<file path="src/rtl/converter_input_control_regs.vh">
// register offsets, field positions, reset values and codes for the converter input control
`ifndef CONVERTER_INPUT_CONTROL_REGS_VH
`define CONVERTER_INPUT_CONTROL_REGS_VH
// ------------------------------------------------------------
// register map (byte addresses, index * 4)
// ------------------------------------------------------------
`define CIC_INPUT_CONTROL_INDEX 8'ha5
`define CIC_INPUT_CONTROL_ADDR 12'h294
`define CIC_START_CONTROL_ADDR 12'h000
`define CIC_ADDR_WIDTH 12
// ------------------------------------------------------------
// field positions and reset value
// ------------------------------------------------------------
`define CIC_INPUT_CONNECT_BIT 7
`define CIC_INTERNAL_REF_BIT 6
`define CIC_TRIGGER_HI_BIT 5
`define CIC_TRIGGER_LO_BIT 4
`define CIC_DIFFERENTIAL_BIT 3
`define CIC_CHANNEL_HI_BIT 2
`define CIC_CHANNEL_LO_BIT 0
`define CIC_INPUT_CONTROL_RESET 8'h00
`define CIC_START_BIT 0
// ------------------------------------------------------------
// trigger codes and analog selector codes
// ------------------------------------------------------------
`define CIC_TRIG_SOFTWARE 2'h0
`define CIC_TRIG_TIMER0 2'h1
`define CIC_TRIG_TIMER1 2'h2
`define CIC_TRIG_TIMER2 2'h3
`define CIC_SEL_NONE 4'hf
`define CIC_SEL_HALF_SUPPLY 4'h8
`define CIC_SEL_REFERENCE 4'h9
`define CIC_SEL_TEMPERATURE 4'ha
`define CIC_SEL_EIGHTH_SUPPLY 4'hb
`endif

</file>
<file path="src/rtl/converter_input_control.v">
// converter input control register with apb slave, trigger selection and input routing
`include "converter_input_control_regs.vh"

module converter_input_control (
  // clock, reset, enable
  input wire CLK,
  input wire RESETN,
  input wire CLK_EN,
  // apb slave
  input wire PSEL,
  input wire PENABLE,
  input wire PWRITE,
  input wire [`CIC_ADDR_WIDTH-1:0] PADDR,
  input wire [31:0] PWDATA,
  output reg [31:0] PRDATA,
  output reg PREADY,
  output reg PSLVERR,
  // timer overflow pulses and converter completion
  input wire TIMER0_OVERFLOW,
  input wire TIMER1_OVERFLOW,
  input wire TIMER2_OVERFLOW,
  input wire CONVERSION_DONE,
  // converter controls
  output reg INPUT_CONNECT,
  output reg OPAMP_ENABLE,
  output reg INTERNAL_REFERENCE,
  output reg DIFFERENTIAL_MODE,
  output reg [3:0] POSITIVE_SELECT,
  output reg [3:0] NEGATIVE_SELECT,
  output reg CONVERSION_START,
  output reg CONVERTER_BUSY
);

  // ------------------------------------------------------------
  // register state
  // ------------------------------------------------------------
  // control byte and start/busy flag
  reg [7:0] control_r;
  reg busy_r;
  // apb decode: the control byte sits at word index a5, the start/busy flag at word 0
  wire setup = PSEL & ~PENABLE;
  wire access = PSEL & PENABLE & PREADY;
  wire hit_ctrl = (PADDR == `CIC_INPUT_CONTROL_ADDR);
  wire hit_start = (PADDR == `CIC_START_CONTROL_ADDR);
  wire wr_ctrl = access & PWRITE & hit_ctrl;
  wire wr_go = access & PWRITE & hit_start & PWDATA[`CIC_START_BIT];
  // field views of the control byte
  wire [1:0] trig = control_r[`CIC_TRIGGER_HI_BIT:`CIC_TRIGGER_LO_BIT];
  wire [2:0] chan = control_r[`CIC_CHANNEL_HI_BIT:`CIC_CHANNEL_LO_BIT];
  wire differential_select = control_r[`CIC_DIFFERENTIAL_BIT];
  wire internal_reference_select = control_r[`CIC_INTERNAL_REF_BIT];
  wire connect = control_r[`CIC_INPUT_CONNECT_BIT];
  reg trigger_event;
  reg [3:0] pos_nxt;
  reg [3:0] neg_nxt;
  reg [31:0] rdata_nxt;
  reg start_nxt;
  reg busy_nxt;

  // ------------------------------------------------------------
  // trigger selection
  // ------------------------------------------------------------
  // the start source depends only on the trigger field
  // timer modes pass the overflow pulse straight through; the software mode
  // takes only a completed write of a one to the start flag
  always @* begin
    case (trig)
      `CIC_TRIG_SOFTWARE: trigger_event = wr_go;
      `CIC_TRIG_TIMER0: trigger_event = TIMER0_OVERFLOW;
      `CIC_TRIG_TIMER1: trigger_event = TIMER1_OVERFLOW;
      `CIC_TRIG_TIMER2: trigger_event = TIMER2_OVERFLOW;
      default: trigger_event = 1'b0;
    endcase
  end

  // ------------------------------------------------------------
  // analog routing: selector codes 0-6 are port 0 pins
  // ------------------------------------------------------------
  // reserved codes leave both inputs open rather than guessing a pin
  // selector codes: 0-6 port 0 pins, 8 half supply, 9 reference,
  // a temperature sensor, b one eighth of the supply, f open
  always @* begin
    pos_nxt = `CIC_SEL_NONE;
    neg_nxt = `CIC_SEL_NONE;
    if (!differential_select) begin
      case (chan)
        3'h0, 3'h1, 3'h2, 3'h3, 3'h4, 3'h5: begin
          pos_nxt = {1'b0, chan};
          neg_nxt = `CIC_SEL_HALF_SUPPLY;
        end
        3'h7: begin
          // pin 6 sits at code 7 because code 6 is reserved
          pos_nxt = 4'h6;
          neg_nxt = `CIC_SEL_HALF_SUPPLY;
        end
        default: begin
          pos_nxt = `CIC_SEL_NONE;
          neg_nxt = `CIC_SEL_NONE;
        end
      endcase
    end else begin
      case (chan)
        3'h0, 3'h1, 3'h2: begin
          // pairs are neighbouring pins: even pin positive, odd pin negative
          pos_nxt = {1'b0, chan[1:0], 1'b0};
          neg_nxt = {1'b0, chan[1:0], 1'b1};
        end
        3'h3: begin
          pos_nxt = internal_reference_select ? `CIC_SEL_TEMPERATURE : `CIC_SEL_EIGHTH_SUPPLY;
          neg_nxt = `CIC_SEL_REFERENCE;
        end
        default: begin
          pos_nxt = `CIC_SEL_NONE;
          neg_nxt = `CIC_SEL_NONE;
        end
      endcase
    end
  end

  // ------------------------------------------------------------
  // apb slave and control register
  // ------------------------------------------------------------
  // no wait state: pready rises in the cycle after setup; only whole-byte writes
  // read data is picked from the setup-cycle address and then stands for the whole
  // access cycle; an unmapped address reads zero and is answered with an error
  always @* begin
    rdata_nxt = 32'h0000_0000;
    if (hit_ctrl)
      rdata_nxt = {24'h00_0000, control_r};
    else if (hit_start)
      rdata_nxt = {31'h0000_0000, busy_r};
  end

  // bits above the byte are dropped; clk_en low stalls the bus along with the rest
  always @(posedge CLK) begin
    if (!RESETN) begin
      control_r <= `CIC_INPUT_CONTROL_RESET;
      PREADY <= 1'b0;
      PSLVERR <= 1'b0;
      PRDATA <= 32'h0000_0000;
    end else if (CLK_EN) begin
      PREADY <= setup;
      PSLVERR <= setup & ~(hit_ctrl | hit_start);
      if (setup) begin
        PRDATA <= rdata_nxt;
      end
      if (wr_ctrl) begin
        control_r <= PWDATA[7:0];
      end
    end
  end

  // ------------------------------------------------------------
  // start / busy flag
  // ------------------------------------------------------------
  // a trigger in the completion cycle wins and starts the next conversion at once,
  // so the flag never stays set with nothing running; a trigger during a running
  // conversion is dropped, since the converter cannot take a second one
  always @* begin
    start_nxt = trigger_event & (~busy_r | CONVERSION_DONE);
    busy_nxt = busy_r;
    if (trigger_event) begin
      busy_nxt = 1'b1;
    end else if (CONVERSION_DONE) begin
      busy_nxt = 1'b0;
    end
  end

  // the pin copy of the flag is loaded with the same next value as the flag, so the two never differ
  always @(posedge CLK) begin
    if (!RESETN) begin
      busy_r <= 1'b0;
      CONVERSION_START <= 1'b0;
      CONVERTER_BUSY <= 1'b0;
    end else if (CLK_EN) begin
      CONVERSION_START <= start_nxt;
      busy_r <= busy_nxt;
      CONVERTER_BUSY <= busy_nxt;
    end
  end

  // ------------------------------------------------------------
  // registered converter controls
  // ------------------------------------------------------------
  // routing is forced open while disconnected so a channel change made with connect clear is never seen live
  // the op-amps follow the connect bit, so they draw nothing while the connect bit is clear;
  // the selectors fall to open in the same cycle as the connect output
  always @(posedge CLK) begin
    if (!RESETN) begin
      INPUT_CONNECT <= 1'b0;
      OPAMP_ENABLE <= 1'b0;
      INTERNAL_REFERENCE <= 1'b0;
      DIFFERENTIAL_MODE <= 1'b0;
      POSITIVE_SELECT <= `CIC_SEL_NONE;
      NEGATIVE_SELECT <= `CIC_SEL_NONE;
    end else if (CLK_EN) begin
      INPUT_CONNECT <= connect;
      OPAMP_ENABLE <= connect;
      INTERNAL_REFERENCE <= internal_reference_select;
      DIFFERENTIAL_MODE <= differential_select;
      POSITIVE_SELECT <= connect ? pos_nxt : `CIC_SEL_NONE;
      NEGATIVE_SELECT <= connect ? neg_nxt : `CIC_SEL_NONE;
    end
  end

endmodule

</file>
<file path="config.mk">
export PLATFORM = sky130hd
export DESIGN_NAME = converter_input_control
export DESIGN_NICKNAME = d
export VERILOG_FILES = /design/src/rtl/converter_input_control.v
export VERILOG_INCLUDE_DIRS = /design/src /design/src/rtl
export SDC_FILE = /design/constraint.sdc
export NUM_CORES = 1
export LEC_CHECK = 0
export ABC_AREA = 1
export ABC_CLOCK_PERIOD_IN_PS = 1100
export BUFFER_PORTS_ARGS = -buffer_cell sky130_fd_sc_hd__buf_2
export CAP_MARGIN = 0
export CORE_ASPECT_RATIO = 1.1
export CORE_MARGIN = 2
export CORE_UTILIZATION = 38
export CTS_CLUSTER_DIAMETER = 50
export DETAILED_ROUTE_END_ITERATION = 12
export HOLD_SLACK_MARGIN = 0.15
export PLACE_DENSITY = 0.73
export SETUP_SLACK_MARGIN = 0.5
export SYNTH_ARGS = -nofsm -noshare
export SYNTH_HDL_FRONTEND = slang
export SYNTH_SLANG_ARGS = --single-unit
</file>
<file path="constraint.sdc">
create_clock -name CLK -period 1.1 [get_ports CLK]
set_input_delay 0.275 -clock CLK [delete_from_list [all_inputs] [get_ports CLK]]
set_output_delay 0.275 -clock CLK [all_outputs]
set_load 0.01 [all_outputs]
</file>
Yosys cells after proc, flatten, opt, wreduce, memory -nomap -nowiden
Cells that the tools add are included.
{"block": "classes", "eq_ne": 10, "n_mux": 14, "bitwise": 14, "n_reduce_logical": 10}
{"operator": "$pmux 4 s2", "count": 3}
{"operator": "$mux 4", "count": 4}
{"operator": "$eq 12x10->1 const B", "count": 1}
{"operator": "$logic_not 12->1", "count": 1}
{"operator": "$and 1x1->1", "count": 9}
{"operator": "$eq 3x3->1 const B", "count": 3}
{"operator": "$mux 8", "count": 1}
{"operator": "$reduce_or 7->1", "count": 1}
{"operator": "$eq 3x2->1 const B", "count": 2}
{"operator": "$reduce_and 2->1", "count": 3}
{"operator": "$reduce_or 6->1", "count": 1}
{"operator": "$eq 2x2->1 const B", "count": 2}
{"operator": "$mux 1", "count": 4}
{"operator": "$pmux 1 s4", "count": 1}
{"operator": "$eq 3x1->1 const B", "count": 1}
{"operator": "$logic_not 3->1", "count": 1}
{"operator": "$mux 3", "count": 1}
{"operator": "$not 1->1", "count": 3}
{"operator": "$reduce_or 3->1", "count": 1}
{"operator": "$eq 2x1->1 const B", "count": 1}
{"operator": "$logic_not 2->1", "count": 1}
{"operator": "$or 1x1->1", "count": 2}
{"operator": "$reduce_bool 2->1", "count": 1}
{"block": "totals", "reg_bits": 55, "out_inout_bits": 48, "wordCells": 59, "input_bits": 54}

Depth between registers and ports, before layout
{"block": "logic_depth", "depth_word": 8, "mapped_depth": 8, "mapped_depth_nobuf": 8}

Worst setup path before layout
No wires, ideal clock.
{"block": "synth_path", "kind": "reg-to-reg", "startpoint": "register PREADY", "endpoint": "register control_r[5]", "period_less_slack_ns": 1.145, "t_required_ns": 0.969, "t_arrival_ns": 1.014, "setup_ns": 0.131, "path_buffers": 0, "slack_ns": -0.045, "path_stages_with_launch": 8, "cell_sequence": "dfxtp_1 > nand2_1 > inv_1 > nand2_1 > nor2_4 > nand2_2 > nor2_1 > nor3_2"}
{"block": "synth_via", "elab_chain_len": 4}
{"item": "start, declared", "line_no": "converter_input_control.v:16", "text": "output reg PREADY,"}
{"item": "start signal, assigned", "line_no": "converter_input_control.v:142", "text": "PREADY <= setup;"}
{"item": "$and 1x1->1", "line_no": "converter_input_control.v:42", "text": "wire access = PSEL & PENABLE & PREADY;"}
{"item": "$and 1x1->1 (2 in series)", "line_no": "converter_input_control.v:45", "text": "wire wr_ctrl = access & PWRITE & hit_ctrl;"}
{"item": "$reduce_and 2->1 (no source line)"}
{"item": "end signal, assigned", "line_no": "converter_input_control.v:137", "text": "control_r <= `CIC_INPUT_CONTROL_RESET;"}
{"item": "end signal, assigned", "line_no": "converter_input_control.v:148", "text": "control_r <= PWDATA[7:0];"}
{"item": "end, declared", "line_no": "converter_input_control.v:38", "text": "reg [7:0] control_r;"}
No other way between the ends.
A chain may end at the register's enable or synchronous reset.

Worst setup path after layout
{"block": "layout_path", "startpoint": "register PREADY", "endpoint": "register control_r[0]"}
The elaborated chain is that of the path after synthesis.

==> results.py <==
metrics = {
    "outcome": {
        "status": "complete, but fails checks",
        "violations": "setup timing",
    },
    "worst_setup_path": {
        "r2r-end": "control_r[0]",
        "r2r_slack_ps": -40,
        "rr_startpoint": "PREADY",
        "crit_family": "simple AND/OR/NAND/NOR gates",
        "endpoint_kind": "flop",
        "critPathRequiredTime_ps": 1310,
        "crit_type": "flop to flop",
        "cp_slowest_stage_delay_ps": 340,
        "arrival_ps": 1350,
        "crit_chain": "nand2_1 -> inv_1 -> nand2_2 -> nor2_4 -> buf_6 -> a21oi_2 -> nor3_2",
        "worstPathMaxFanout": 3,
        "rr_worst_depth": 7,
        "worst-path-buf-inv": 2,
        "startpoint_type": "flop",
        "cp_slowest_cell": "dfxtp_2",
    },
    "drt": {
        "wl_per_cell_um": 12.20,
        "dr.first_iter.drc_count": 50,
        "vias": 1674,
        "wl_um": 4367,
        "viasPerCell": 4.676,
        "postRouteAntennaNets": 0,
        "drcViolationCount": 0,
        "firstDrtPassIters": 4,
    },
    "sta": {
        "fin_ws_ps": -36.00,
        "fmax_mhz": 880.3,
        "fin_crit_sh_pct": 103.3,
        "min_period_ps": 1136,
        "fin_tns_setup_ps": -151.6,
        "rsz0062_at_grt": "yes",
        "final_hold_viol_count": 0,
        "report.final.slew_viol_count": 0,
        "setup_viol": 9,
        "holdWs_ps": 237.5,
        "clock-skew-final_ps": 3.900,
    },
    "power_and_ir_drop": {
        "peakVddDrop_mv": 0.5681,
        "power.density_nw_per_um2": 897.6,
        "power.leakage_nw": 1.205,
    },
    "floorplanning": {
        "ioPinCount": 102,
        "die-height_um": 72.33,
        "initial_core_util_pct": 40.08,
        "dieWidth_um": 66.12,
        "rows": 24,
        "die_area_um2": 4782,
        "core-area_um2": 4024,
    },
    "synthesis": {
        "synth_cells": 222,
        "avgSynthCellArea_um2": 7.265,
        "ys_seq_area_share_pct": 38.48,
        "synthDistinctLibCells": 27,
        "netlist_area_um2": 1613,
        "ys_seq_elements": 31,
        "ys_warn_count": 0,
    },
    "global_route": {
        "grt_usage_pct": 18.32,
        "grt_pass1_wl_um": 6782,
        "grt_max_degree": 14,
        "antenna_found_initial": 0,
        "gr-total-overflow": 0,
        "grt_pass1_vias": 1516,
    },
    "finish": {
        "drive_above_1_share_pct": 59.80,
        "fin_nets": 359,
        "synthToLayoutAreaGrowth_pct": 64.93,
        "num_antenna_cells": 0,
    },
    "hold_path": {
        "min_from": "PWDATA[1]",
        "whs_path_depth": 3,
        "min_path_type": "input port to flop",
        "holdPathEnd": "control_r[1]",
    },
    "clock_network": {
        "cts_buffers": 5,
        "clock-sinks": 31,
        "cts_tree": "yes",
        "holdBufCountCts": 0,
        "path_clk_slew_ps": 60,
        "clock_path_buffers": 2,
        "cts_root_buffer": "clkbuf_8",
        "insertion_delay_ps": 290,
        "cts-htree-levels": 2,
    },
    "place": {
        "io_buffer_count": 53,
        "dp_hpwl_um": 2842,
        "place_ws_ps": -191.1,
        "place_congestion": 0.8583,
    },
    "flow_run": {
        "drv_cap": 0,
    },
}
==> worst reg2reg max path, stage by stage (launching register included) <==
cell and delay [ps]:
dfxtp_2 340, nand2_1 50, inv_1 60, nand2_2 80, nor2_4 190, buf_6 130
a21oi_2 60, nor3_2 150
==> cells by family (layout without fill, tap and decap cells) <==
group                  after synthesis  in the layout  share of synthesized area, %
AOI/OAI and AO/OA                   52             52                         17.53
buffers and inverters               50            111                         18.54
DFF                                 31             31                         38.48
other                                1             24                        0.2325
and+or+nand+nor                     88             88                         25.21
==> cells in the final DEF, fill, tap and decap left out, drive strengths merged <==
cell      n
conb     24
o21a      1
nand2    40
o21ai    21
nand3     9
o2bb2ai   1
buf      85
nor2     30
inv      14
clkbuf    7
clkinv    4
o32ai     1
nand3b    1
o211ai    2
nor3      8
a21oi    26
bufbuf    1
dfxtp    31
==> power breakdown <==
group          total (mW)  internal [mW]  leakage (nW)  switching, mW
Clock               0.862          0.443        0.0422          0.419
Combinational       0.369          0.182         0.905          0.186
Sequential           1.16           1.14         0.258         0.0153
==> worst max-delay path by stage <==
| stage | start | endpoint | slack, ps | cells past startpoint |
|---|---|---|---|---|
| after CTS | PREADY | control_r[4] | 10 | 7 |
| after global routing | PREADY | control_r[0] | -150 | 7 |
| after floorplan | PADDR[6] | control_r[5] | 30 | 8 |
| after global placement | PADDR[5] | control_r[2] | -180 | 9 |
| final | PREADY | control_r[0] | -40 | 7 |
| after detailed placement | PADDR[5] | control_r[2] | -190 | 9 |
==> what timing repair did <==
item	4_1_cts	5_1_grt
pin swaps	16	14
cloned	1	0
setup buffers	4	7
endpoints found under the hold margin	0	0
gates resized for setup	54	26
endpoints found under the setup margin	55	55
==> area by class of cell <==
cell class                 count  area [µm²]
clock buffer                   7       76.32
clock inverter                 1       5.005
fill                         353        1364
inverter                      17       88.84
multi-input combinational    164       972.2
sequential                    31       663.1
tap                           52       65.06
timing repair buffer          86       789.5
==> state kept, by name (all words and copies together) (netlist names), 4 cells and up <==
register         cells
POSITIVE_SELECT      4
control_r            8
PRDATA               8
NEGATIVE_SELECT      4
==> synthesized netlist by cell type, drive strengths merged <==
cell / count / area, µm²
a21oi: 26 / 137.6
buf: 30 / 224.0
clkbuf: 3 / 11.26
clkinv: 1 / 3.750
conb: 1 / 3.750
dfxtp: 31 / 620.6
inv: 16 / 60.05
nand2: 40 / 155.1
nand3: 9 / 45.04
nand3b: 1 / 7.510
nor2: 30 / 148.9
nor3: 8 / 50.05
o211ai: 2 / 15.01
o21a: 1 / 7.510
o21ai: 21 / 105.1
o2bb2ai: 1 / 8.760
o32ai: 1 / 8.760
==> stage by stage <==
step	std cells	total power [mW]	utilization, %	cell area (µm²)
finish	358	2.388	66.11	2660
global route	358	2.469	66.11	2660
CTS	351	2.377	62.34	2509
global placement	338	1.452	52.61	2117
floorplan	245	1.406	-	1913
detailed placement	338	1.455	52.61	2117
==> routing by layer <==
layer / GRT usage, % / vias up / share of wire [%]
met1: 23.63 / 765 / 43
met5: 0 / - / 0
met3: 4.186 / 8 / 6.0
li1: - / 842 / -
met4: 8.844 / 0 / 1.9
met2: 28.78 / 59 / 49
No activity file was read; power rests on OpenSTA's default activity.
